--- src/rtl/bcs_stat_defs.vh ---
/*
 * Constants for the broadcast and carrier-loss statistics counters:
 * register offsets, counter widths, wrap and threshold values, mask bits.
 * Assumes inclusion by bare name from the design files only.
 */
`ifndef BCS_STAT_DEFS_VH
`define BCS_STAT_DEFS_VH

// ********************************************
// Register offsets (byte offsets in the window)
// ********************************************
`define BCS_OFF_RX_OCTET 9'h0b0
`define BCS_OFF_RX_FRAME 9'h0bc
`define BCS_OFF_TX_OCTET 9'h0d8
`define BCS_OFF_TX_FRAME 9'h0f4
`define BCS_OFF_CARRIER 9'h0f8

// ********************************************
// Counter shapes
// ********************************************
`define BCS_W16 16
`define BCS_W32 32
`define BCS_TH16 32'h0000c000
`define BCS_TH32 32'hc0000000
`define BCS_VLAN_OCTETS 16'h0004

// ********************************************
// Bit positions in the per-counter mask input
// ********************************************
`define BCS_MB_RX_FRAME 0
`define BCS_MB_TX_FRAME 1
`define BCS_MB_RX_OCTET 2
`define BCS_MB_TX_OCTET 3
`define BCS_MB_CARRIER 4
`define BCS_MASK_W 5

`endif

--- src/rtl/bcs_stat_bank.v ---
/*
 * Broadcast frame, broadcast octet and carrier-loss statistics counters.
 * Assumes MAC event inputs are synchronous one-cycle pulses or levels on
 * CLK_SYS, and the host access port is a simple synchronous strobe port.
 */
`timescale 1ns/1ps
`default_nettype none
`include "bcs_stat_defs.vh"

module bcs_stat_bank (
   input wire CLK_SYS,                   // 200 MHz system clock
   input wire RESET,                     // Synchronous reset, high
   input wire GLOBAL_COUNT_ENABLE,       // Statistics enable from control reg
   input wire [4:0] PER_COUNTER_MASK,    // One mask bit per counter, 1 stops
   input wire RX_FRAME_DONE,             // Pulse at end of a received frame
   input wire RX_BROADCAST,              // Destination is all ones
   input wire RX_TOO_LONG,               // Frame too long
   input wire RX_FCS_ERR,                // FCS error
   input wire RX_LEN_ERR,                // Length error
   input wire RX_ALIGN_ERR,              // Alignment error
   input wire RX_OVERRUN,                // Lost to internal overrun
   input wire [15:0] RX_OCTETS,          // Data and pad octets
   input wire RX_VLAN_STRIPPED,          // Tag removed, not in RX_OCTETS
   input wire TX_FRAME_DONE,             // Pulse at end of a sent frame
   input wire TX_OK,                     // Frame sent successfully
   input wire TX_BROADCAST,              // Destination is all ones
   input wire [15:0] TX_OCTETS,          // Data and pad octets
   input wire TX_VLAN_INSERTED,          // Tag added, not in TX_OCTETS
   input wire TX_ACTIVE,                 // Frame on the wire
   input wire TX_SFD_SENT,               // Preamble and delimiter gone out
   input wire TX_COLLISION,              // Collision seen
   input wire CRS,                       // Carrier sense
   input wire [8:0] HOST_ADDR,           // Byte offset in the window
   input wire HOST_WR,                   // Write strobe
   input wire [31:0] HOST_WDATA,         // Write data
   input wire HOST_RD,                   // Read strobe
   output reg [31:0] HOST_RDATA,         // Read data, one cycle after HOST_RD
   output reg HOST_RVALID,               // Read data valid pulse
   output reg COUNTER_THRESHOLD_EVENT    // Pulse to set statistics-update flag
);

   // ********************************************
   // Event qualification
   // ********************************************
   wire rx_bad;
   wire rx_good_bcast;
   wire tx_good_bcast;
   wire [15:0] rx_amount;
   wire [15:0] tx_amount;
   wire [4:0] allow;
   wire carrier_drop;
   reg crs_prev;
   reg frame_collided;

   // Any error disqualifies the frame from every receive statistic
   assign rx_bad = RX_TOO_LONG | RX_FCS_ERR | RX_LEN_ERR | RX_ALIGN_ERR | RX_OVERRUN;
   assign rx_good_bcast = RX_FRAME_DONE & RX_BROADCAST & ~rx_bad;
   // Other multicast frames never carry the broadcast flag
   assign tx_good_bcast = TX_FRAME_DONE & TX_OK & TX_BROADCAST;

   // Restore the tag octets the MAC added or removed behind our back
   assign rx_amount = RX_OCTETS + (RX_VLAN_STRIPPED ? `BCS_VLAN_OCTETS : 16'h0000);
   assign tx_amount = TX_OCTETS + (TX_VLAN_INSERTED ? `BCS_VLAN_OCTETS : 16'h0000);

   // Enable per counter: global on, own mask bit clear
   assign allow = {`BCS_MASK_W{GLOBAL_COUNT_ENABLE}} & ~PER_COUNTER_MASK;

   // Carrier tracking: only watched after the delimiter, and a frame that
   // has collided stops counting for the rest of that frame
   always @(posedge CLK_SYS)
   begin
      if (RESET)
      begin
         crs_prev <= 1'b0;
         frame_collided <= 1'b0;
      end
      else
      begin
         crs_prev <= CRS;
         if (!TX_ACTIVE)
            frame_collided <= 1'b0;
         else if (TX_COLLISION)
            frame_collided <= 1'b1;
      end
   end

   assign carrier_drop = TX_ACTIVE & TX_SFD_SENT & crs_prev & ~CRS
                         & ~TX_COLLISION & ~frame_collided;

   // ********************************************
   // Host write decode
   // ********************************************
   wire ld_rx_frame;
   wire ld_tx_frame;
   wire ld_rx_octet;
   wire ld_tx_octet;
   wire ld_carrier;

   // Software keeps its access no wider than the register, so 16-bit
   // registers take only the low half of the write data
   assign ld_rx_frame = HOST_WR & (HOST_ADDR == `BCS_OFF_RX_FRAME);
   assign ld_tx_frame = HOST_WR & (HOST_ADDR == `BCS_OFF_TX_FRAME);
   assign ld_rx_octet = HOST_WR & (HOST_ADDR == `BCS_OFF_RX_OCTET);
   assign ld_tx_octet = HOST_WR & (HOST_ADDR == `BCS_OFF_TX_OCTET);
   assign ld_carrier = HOST_WR & (HOST_ADDR == `BCS_OFF_CARRIER);

   // ********************************************
   // Counters
   // ********************************************
   wire [15:0] rx_frame_count;
   wire [15:0] tx_frame_count;
   wire [31:0] rx_octet_count;
   wire [31:0] tx_octet_count;
   wire [15:0] carrier_count;
   wire [4:0] hit;

   bcs_stat_counter #(.WIDTH(`BCS_W16), .THRESH(`BCS_TH16)) u_rx_frame (
      .clk(CLK_SYS),
      .reset(RESET),
      .step(rx_good_bcast & allow[`BCS_MB_RX_FRAME]),
      .amount(16'h0001),
      .load(ld_rx_frame),
      .load_val(HOST_WDATA[15:0]),
      .value(rx_frame_count),
      .hit(hit[`BCS_MB_RX_FRAME])
   );

   bcs_stat_counter #(.WIDTH(`BCS_W16), .THRESH(`BCS_TH16)) u_tx_frame (
      .clk(CLK_SYS),
      .reset(RESET),
      .step(tx_good_bcast & allow[`BCS_MB_TX_FRAME]),
      .amount(16'h0001),
      .load(ld_tx_frame),
      .load_val(HOST_WDATA[15:0]),
      .value(tx_frame_count),
      .hit(hit[`BCS_MB_TX_FRAME])
   );

   bcs_stat_counter #(.WIDTH(`BCS_W32), .THRESH(`BCS_TH32)) u_rx_octet (
      .clk(CLK_SYS),
      .reset(RESET),
      .step(rx_good_bcast & allow[`BCS_MB_RX_OCTET]),
      .amount(rx_amount),
      .load(ld_rx_octet),
      .load_val(HOST_WDATA),
      .value(rx_octet_count),
      .hit(hit[`BCS_MB_RX_OCTET])
   );

   // Wraps at the full 32-bit range; a 24-bit wrap would never reach
   // the threshold at 0xc0000000
   bcs_stat_counter #(.WIDTH(`BCS_W32), .THRESH(`BCS_TH32)) u_tx_octet (
      .clk(CLK_SYS),
      .reset(RESET),
      .step(tx_good_bcast & allow[`BCS_MB_TX_OCTET]),
      .amount(tx_amount),
      .load(ld_tx_octet),
      .load_val(HOST_WDATA),
      .value(tx_octet_count),
      .hit(hit[`BCS_MB_TX_OCTET])
   );

   bcs_stat_counter #(.WIDTH(`BCS_W16), .THRESH(`BCS_TH16)) u_carrier (
      .clk(CLK_SYS),
      .reset(RESET),
      .step(carrier_drop & allow[`BCS_MB_CARRIER]),
      .amount(16'h0001),
      .load(ld_carrier),
      .load_val(HOST_WDATA[15:0]),
      .value(carrier_count),
      .hit(hit[`BCS_MB_CARRIER])
   );

   // ********************************************
   // Threshold event and read port
   // ********************************************
   reg [31:0] next_rdata;

   // Read mux; unmapped offsets read as zero
   always @*
   begin
      case (HOST_ADDR)
         `BCS_OFF_RX_FRAME: next_rdata = {16'h0000, rx_frame_count};
         `BCS_OFF_TX_FRAME: next_rdata = {16'h0000, tx_frame_count};
         `BCS_OFF_RX_OCTET: next_rdata = rx_octet_count;
         `BCS_OFF_TX_OCTET: next_rdata = tx_octet_count;
         `BCS_OFF_CARRIER: next_rdata = {16'h0000, carrier_count};
         default: next_rdata = 32'h00000000;
      endcase
   end

   // Outputs registered; event is one pulse per cycle in which any counter crosses
   always @(posedge CLK_SYS)
   begin
      if (RESET)
      begin
         HOST_RDATA <= 32'h00000000;
         HOST_RVALID <= 1'b0;
         COUNTER_THRESHOLD_EVENT <= 1'b0;
      end
      else
      begin
         HOST_RVALID <= HOST_RD;
         if (HOST_RD)
            HOST_RDATA <= next_rdata;
         COUNTER_THRESHOLD_EVENT <= |hit;
      end
   end

endmodule

`default_nettype wire

--- src/rtl/bcs_stat_counter.v ---
/*
 * One wrapping statistics counter with host load and a threshold event.
 * Assumes the caller gates the step with the enable terms and that the
 * step size never exceeds the counter width.
 */
`timescale 1ns/1ps
`default_nettype none
`include "bcs_stat_defs.vh"

module bcs_stat_counter #(
   parameter WIDTH = 16,
   parameter [31:0] THRESH = 32'h0000c000
) (
   input wire clk,                  // System clock
   input wire reset,                // Synchronous reset, high
   input wire step,                 // Add amount this cycle
   input wire [15:0] amount,        // Octets or one
   input wire load,                 // Host write
   input wire [WIDTH-1:0] load_val, // Host data
   output reg [WIDTH-1:0] value,    // Current count
   output reg hit                   // Pulse when count crosses threshold
);

   localparam [WIDTH-1:0] th = THRESH[WIDTH-1:0];

   wire [31:0] amount_ext;
   wire [WIDTH-1:0] next_value;

   // ********************************************
   // Count, wrap, load
   // ********************************************
   // Step widened to a full word, then cut to the counter width, so the
   // 16-bit case needs no empty zero fill
   assign amount_ext = {16'h0000, amount};
   // Natural binary wrap past all ones back through zero
   assign next_value = value + amount_ext[WIDTH-1:0];

   // Host load wins over a count in the same cycle; that one event is lost
   always @(posedge clk)
   begin
      if (reset)
      begin
         value <= {WIDTH{1'b0}};
         hit <= 1'b0;
      end
      else if (load)
      begin
         value <= load_val;
         hit <= 1'b0;
      end
      else if (step)
      begin
         value <= next_value;
         // Crossing test, since octet steps may jump over the exact value
         hit <= (value < th) && (next_value >= th);
      end
      else
      begin
         hit <= 1'b0;
      end
   end

endmodule

`default_nettype wire

--- config.mk ---
export PLATFORM = sky130hd
export DESIGN_NAME = bcs_stat_bank
export DESIGN_NICKNAME = d
export VERILOG_FILES = /design/src/rtl/bcs_stat_bank.v /design/src/rtl/bcs_stat_counter.v
export VERILOG_INCLUDE_DIRS = /design/src /design/src/rtl
export SDC_FILE = /design/constraint.sdc
export NUM_CORES = 1
export LEC_CHECK = 0
export ABC_AREA = 0
export BUFFER_PORTS_ARGS = -buffer_cell sky130_fd_sc_hd__buf_2
export CAP_MARGIN = 10
export CORE_UTILIZATION = 63
export CTS_BUF_LIST = sky130_fd_sc_hd__clkbuf_8 sky130_fd_sc_hd__clkbuf_16
export CTS_CLUSTER_SIZE = 8
export DETAILED_ROUTE_END_ITERATION = 16
export PLACE_DENSITY = 0.86
export SYNTH_ARGS = -nofsm -noshare
export SYNTH_HDL_FRONTEND = slang
export SYNTH_SLANG_ARGS = --single-unit
export TNS_END_PERCENT = 10
--- constraint.sdc ---
create_clock -name CLK_SYS -period 6.45 [get_ports CLK_SYS]
set_input_delay 0.3225 -clock CLK_SYS [delete_from_list [all_inputs] [get_ports CLK_SYS]]
set_output_delay 0.3225 -clock CLK_SYS [all_outputs]
set_load 0.1 [all_outputs]
## Yosys cells after proc, flatten, opt, wreduce, memory -nomap -nowiden

Index checks and enable logic that the tools add are counted.

| storage, ports and cells | value |
|---|---|
| bits of input ports | 99 |
| flip-flop bits (word level) | 153 |

| cells by class | value |
|---|---|
| reduce and logical (&&, ||, !) cells | 17 |
| mux-type cells | 13 |
| $lt $le $gt $ge | 10 |
| bitwise operators | 35 |
| add/sub/neg operators | 7 |
| eq/ne operators | 5 |

Operator list:

| operator | count |
|---|---|
| $pmux W32 S5 | 1 |
| $mux W32 | 4 |
| $mux W16 | 6 |
| $add A32 B16 Y32 | 2 |
| $ge A32 B32 Y1 const B | 2 |
| $lt A32 B32 Y1 const B | 2 |
| $add A16 B1 Y16 const B | 3 |
| $ge A16 B16 Y1 const B | 3 |
| $lt A16 B16 Y1 const B | 3 |
| $eq A9 B8 Y1 const B | 5 |
| $add A16 B3 Y16 | 2 |
| $and A1 B1 Y1 | 19 |
| $reduce_or A3 Y1 | 5 |
| $not A1 Y1 | 10 |
| $reduce_bool A2 Y1 | 5 |
| $mux W3 | 2 |
| $and A5 B5 Y5 | 1 |
| $logic_and A1 B1 Y1 | 5 |
| $not A5 Y5 | 1 |
| $reduce_or A5 Y1 | 1 |
| $or A1 B1 Y1 | 4 |
| $reduce_or A2 Y1 | 1 |

## Longest topological paths before layout

| logic depth | value |
|---|---|
| depth in word-level cells | 9 |
| depth in mapped cells | 15 |
| mapped depth without buffers | 14 |

## By module

A second synthesis with hierarchy kept.

| unflattened totals | value |
|---|---|
| cell total of the unflattened synthesis | 1482 |
| area, all modules | 11831.3 µm² |

By module, submodules not included:

| module | sequential area each (µm²) | times used | cells each | area an instance (µm²) |
|---|---|---|---|---|
| bcs_stat_counter at u_carrier ... | 340.3 | 3 | 189 | 1485.2 |
| bcs_stat_counter at u_rx_octet | 660.6 | 1 | 329 | 2588.7 |
| bcs_stat_bank | 720.7 | 1 | 292 | 2413.6 |
| bcs_stat_counter at u_tx_octet | 660.6 | 1 | 294 | 2373.5 |

## Least setup slack after synthesis

OpenSTA, ideal clock, no wires.

| path | value |
|---|---|
| path kind | input port to flip-flop |
| start | in TX_OCTETS[2] |
| end | reg u_tx_octet.value[19] |
| data required time | 6.359 ns |
| setup time | 0.091 ns |
| path buffers | 1 |
| arrival | 3.103 ns |
| setup slack | 3.256 ns |
| stages | 15 |
| path through | ha_1 > ha_1 > and3_1 > and2_1 > nand2_1 > xnor2_1 > ha_1 > a21oi_1 > o21ai_0 > or3_1 > a31oi_1 > and2_1 > clkbuf_1 > o21ai_0 > a311oi_1 |

| on the way | value |
|---|---|
| longest elaborated chain between the ends | 4 |

Ends and longest elaborated chain:

| element | RTL line | source |
|---|---|---|
| start: declaration | bcs_stat_bank.v:27 | `input wire [15:0] TX_OCTETS,` |
| $add A16 B3 Y16 | bcs_stat_bank.v:63 | `` assign tx_amount = TX_OCTETS + (TX_VLAN_INSERTED ? `BCS_VLAN_OCTETS : 16'h0000); `` |
| $add A32 B16 Y32 | bcs_stat_counter.v:36 | `assign next_value = value + amount_ext[WIDTH-1:0];` |
| $mux W32 | bcs_stat_counter.v:51 | `else if (step)` |
| $mux W32 | bcs_stat_counter.v:46 | `else if (load)` |
| end signal: assignment | bcs_stat_counter.v:43 | `value <= {WIDTH{1'b0}};` |
| end signal: assignment | bcs_stat_counter.v:48 | `value <= load_val;` |
| end signal: assignment | bcs_stat_counter.v:53 | `value <= next_value;` |
| end: declaration | bcs_stat_counter.v:20 | `output reg [WIDTH-1:0] value,` |

Every way passes these cells. The select of a mux whose other input is x is not followed.
A chain may end at the register's enable or synchronous reset.

## Worst setup path in the final report

| path | value |
|---|---|
| start | in RX_OCTETS[2] |
| end | reg u_rx_octet.hit |

| on the way | value |
|---|---|
| longest elaborated chain between the ends | 4 |

Ends and longest elaborated chain:

| element | RTL line | source |
|---|---|---|
| start: declaration | bcs_stat_bank.v:22 | `input wire [15:0] RX_OCTETS,` |
| $add A16 B3 Y16 | bcs_stat_bank.v:62 | `` assign rx_amount = RX_OCTETS + (RX_VLAN_STRIPPED ? `BCS_VLAN_OCTETS : 16'h0000); `` |
| $add A32 B16 Y32 | bcs_stat_counter.v:36 |  |
| $ge A32 B32 Y1 | bcs_stat_counter.v:55 | `hit <= (value < th) && (next_value >= th);` |
| $logic_and A1 B1 Y1 | bcs_stat_counter.v:55 |  |
| end signal: assignment | bcs_stat_counter.v:55 |  |
| end: declaration | bcs_stat_counter.v:21 | `output reg hit` |

Every way passes these cells.

==> flow_metrics.env <==
export IMPL_groute_usage_overall=0.367
export IMPL_status="finished clean"
export IMPL_port_buffers=132
export IMPL_pre_cts_slack_ns=2.84
export IMPL_gpl_final_weighted_congestion=0.907
export IMPL_ff2ff_path_depth=8
export IMPL_tightestPinTransition_ns=1.20
export IMPL_via_count=9961
export IMPL_final_cell_area_mm2=0.0111
export IMPL_drt_pass1_iter_count=9
export IMPL_largest_net_degree_at_the_start_of_global_routing=92
export IMPL_synthAdderAreaFrac=0.0593
export IMPL_yosysSeqAreaShare=0.314
export IMPL_routed_wl_um=28900
export IMPL_hold_bufs_inserted_after_cts=0
export IMPL_timing_fmax_mhz=306
export IMPL_period_needed_ns=3.27
export IMPL_cts_buffer_depth=2
export IMPL_floorplan_initialDensity=0.644
export IMPL_antenna_found_initial=2
export IMPL_power_frac_comb=0.112
export IMPL_detailed_place_hpwl_um=21300
export IMPL_register_bit_count_reported_by_yosys=153
export IMPL_yosys_top_cells_area="dfxtp_1 31%, a211oi_1 6.6%, nor2_1 6.3%, ha_1 5.5%, xnor2_1 4.9%"
export IMPL_cp_end_kind="flip-flop"
export IMPL_register_area_mm2=0.00306
export IMPL_count_of_flip_flops_with_a_built_in_enable_after_synthesis=0
export IMPL_numCtsBuffers=17
export IMPL_drc_marker_count_from_the_first_detailed_route_iteration=1094
export IMPL_maxSlewViolCount=0
export IMPL_core_area_mm2=0.0151
export IMPL_fraction_of_synthesized_area_in_multiplexers=0.00821
export IMPL_grt_pass1_vias=8907
export IMPL_instances_no_fill=1496
export IMPL_cell_count_after_placement=1462
export IMPL_synthToLayoutAreaGrowth_pct=13.9
export IMPL_final_fill_count=1166
export IMPL_synth_xor_area_share=0.0961
export IMPL_ys_dominant_reg_cell="dfxtp_1"
export IMPL_cts_resized=0
export IMPL_timing_setup_critical_path_class="in -> reg"
export IMPL_drcViolationCount=0
export IMPL_dieWidth_um=126
export IMPL_clk_insertion_delay_late_ns=0.44
export IMPL_postCtsSetupRepairBufs=0
export IMPL_yosys_cell_count_top_type="nor2_1"
export IMPL_finClkSkew_ns=0.00968
export IMPL_synth_cells_most_frequent="164 x nor2_1, 153 x dfxtp_1, 102 x nand2_1, 86 x a211oi_1, 70 x clkbuf_1"
export IMPL_ys_async_sr_fraction=0
export IMPL_yosys_cell_types_count=71
export IMPL_route_detailed_vias_per_inst=6.66
export IMPL_rsz0062_at_grt="no"
export IMPL_finalWorstSetupSlack_ns=3.18
export IMPL_clk_transition_reported_paths_ns=0.06
export IMPL_routed_wire_per_std_cell_um=19.3
export IMPL_max_cap_viol_count=0
export IMPL_synthCells=1208
export IMPL_crit_fanout=10
export IMPL_number_of_routed_nets_with_antenna_violations=0
export IMPL_p_leak_nw=4.14
export IMPL_crit_arrival_ns=3.58
export IMPL_worst_slew_margin_rel=0.195
export IMPL_timing_critical_path_required_ns=6.75
export IMPL_period_share=0.507
export IMPL_synthesis_area_mm2=0.00975
export IMPL_reported_net_switching_power_w=0.000606
export IMPL_syn_avg_cell_area_um2=8.07
export IMPL_globalRoute_totalOverflow=0
export IMPL_netlist_top_cell_by_area="dfxtp_1"
export IMPL_final_nets=1437
export IMPL_cts_tree="built"
export IMPL_switching_share=0.256
export IMPL_die_area_mm2=0.0160
export IMPL_yosysWarnings=0
export IMPL_timing_final_setup_violations=0
export IMPL_clkPwrFrac=0.479
export IMPL_synth_compound_area_frac=0.252
export IMPL_vertical_extent_of_the_die_um=126
export IMPL_hold_viol_final=0
export IMPL_holdCritPathClass="in -> reg"
export IMPL_top_ports=133
export IMPL_p_seq_frac=0.409
export IMPL_multi_input_gate_area_mm2=0.00639
export IMPL_dominant_combinational_cell_family_by_area_after_synthesis="compound AO/OA/AOI/OAI gates"
export IMPL_row_count=45
export IMPL_htree_num_levels=4
export IMPL_yosys_area_top_type_share=0.314
export IMPL_pwr_density_cell_mw_per_mm2=213
export IMPL_clockRootBuffer="clkbuf_16"
export IMPL_synth_net_count=1352
export IMPL_p_int_w=0.00176
export IMPL_ir_worst_vdd_v=0.000239
export IMPL_post_synth_simple_gate_area=0.239
export IMPL_grt_first_pass_wirelength_um=46500
export IMPL_timing_critical_path_from_type="input pin"
export IMPL_totalNegativeSetupSlack_ns=0
export IMPL_placed_area_mm2=0.0104
export IMPL_timing_hold_worst_path_depth=2
export IMPL_tritoncts_num_sinks=153
export IMPL_drive_gt1_frac=0.145
## critical path: stages
cell and delay, ns:
buf_2 0.08, ha_1 0.17, ha_1 0.21, and3_1 0.28, nand3_1 0.12, xnor2_1 0.14
ha_1 0.38, nand3_1 0.20, o32ai_1 0.32, a21oi_2 0.13, o311ai_2 0.68, o21ai_0 0.14
a2111oi_0 0.41
## cell usage in the layout, fill, tap and decap left out, types with 5 or more instances in the layout
cell type | synthesis | final
nor2_1 | 164 | 164
dfxtp_1 | 153 | 153
buf_2 | 0 | 131
nand2_1 | 102 | 102
a211oi_1 | 86 | 86
xnor2_1 | 54 | 54
xor2_1 | 53 | 53
o21ai_0 | 52 | 52
nand3_1 | 49 | 49
a21oi_1 | 44 | 44
ha_1 | 43 | 43
a311oi_1 | 38 | 38
and3_1 | 34 | 34
a22oi_1 | 32 | 32
nor3_1 | 23 | 23
nand4_1 | 20 | 20
clkbuf_16 | 0 | 17
a222oi_1 | 16 | 16
or3_1 | 14 | 14
o211ai_1 | 12 | 12
a21o_1 | 9 | 9
mux2i_1 | 8 | 8
inv_1 | 8 | 8
nor2b_1 | 8 | 8
and4_1 | 7 | 7
buf_4 | 0 | 7
a31oi_1 | 6 | 6
or4_1 | 6 | 6
and2_1 | 5 | 5
a2111oi_0 | 5 | 5
o211a_1 | 5 | 5
bufinv_16 | 0 | 5
## metal layers
metal | part of all wire | up-vias | track usage
li1 | - | 4732 | -
met1 | 0.42 | 4605 | 0.487
met2 | 0.46 | 520 | 0.585
met3 | 0.074 | 104 | 0.0582
met4 | 0.048 | 0 | 0.174
met5 | 0 | - | 0
## final cells by class
type / count / area share
diodes: 2 / 0.000451
inverters: 9 / 0.00304
repair buffers: 138 / 0.0638
clock inverters: 11 / 0.0172
clock buffers: 21 / 0.0433
well taps: 188 / 0.0212
flip-flops and latches: 153 / 0.276
multi-input cells: 974 / 0.575
## per-stage QoR
step	total power, W	util	hold slack, ns
6_report	0.00237	0.733	0.121
3_3_place_gp	0.00125	0.689	0.471
4_1_cts	0.00236	0.733	0.117
5_1_grt	0.00242	0.733	0.147
2_1_floorplan	0.00116	-	0.431
3_5_place_dp	0.00125	0.689	0.466
## flip-flops by register name, indices dropped and copies added (netlist names)
signal                   flops
u_carrier.value             16
crs_prev                     1
HOST_RDATA                  32
COUNTER_THRESHOLD_EVENT      1
HOST_RVALID                  1
u_tx_frame.value            16
u_tx_octet.value            32
u_tx_frame.hit               1
u_rx_frame.value            16
u_rx_octet.value            32
u_carrier.hit                1
u_rx_frame.hit               1
frame_collided               1
u_rx_octet.hit               1
u_tx_octet.hit               1
## logic make-up (layout without fill, tap and decap cells)
family,after synthesis,count (layout)
fa+ha+maj,45,45
xor+xnor,107,107
compound gates,341,341
buf+inv,81,179
simple gates,473,473
mux,8,8
other cells,0,2
flops,153,153
## power by group through the flow
stage | clock [W] | sequential [W] | combinational (W)
2_1_floorplan | 0 | 0.00106 | 0.000104
3_3_place_gp | 0 | 0.000989 | 0.000257
3_5_place_dp | 0 | 0.000989 | 0.000260
4_1_cts | 0.00113 | 0.000968 | 0.000261
5_1_grt | 0.00117 | 0.000969 | 0.000281
6_report | 0.00113 | 0.000968 | 0.000264
## final timing paths
kind	from	to	slack, ns
max	RX_OCTETS[2]	u_rx_octet.hit$_SDFF_PP0_	3.18
min	CRS	crs_prev$_SDFF_PP0_	0.12
max reg2reg	u_rx_octet.value[0]$_SDFFE_PP0P_	u_rx_octet.hit$_SDFF_PP0_	3.23
min reg2reg	HOST_RDATA[28]$_SDFFE_PP0P_	HOST_RDATA[28]$_SDFFE_PP0P_	0.48
No activity file was read; power rests on OpenSTA's default activity.
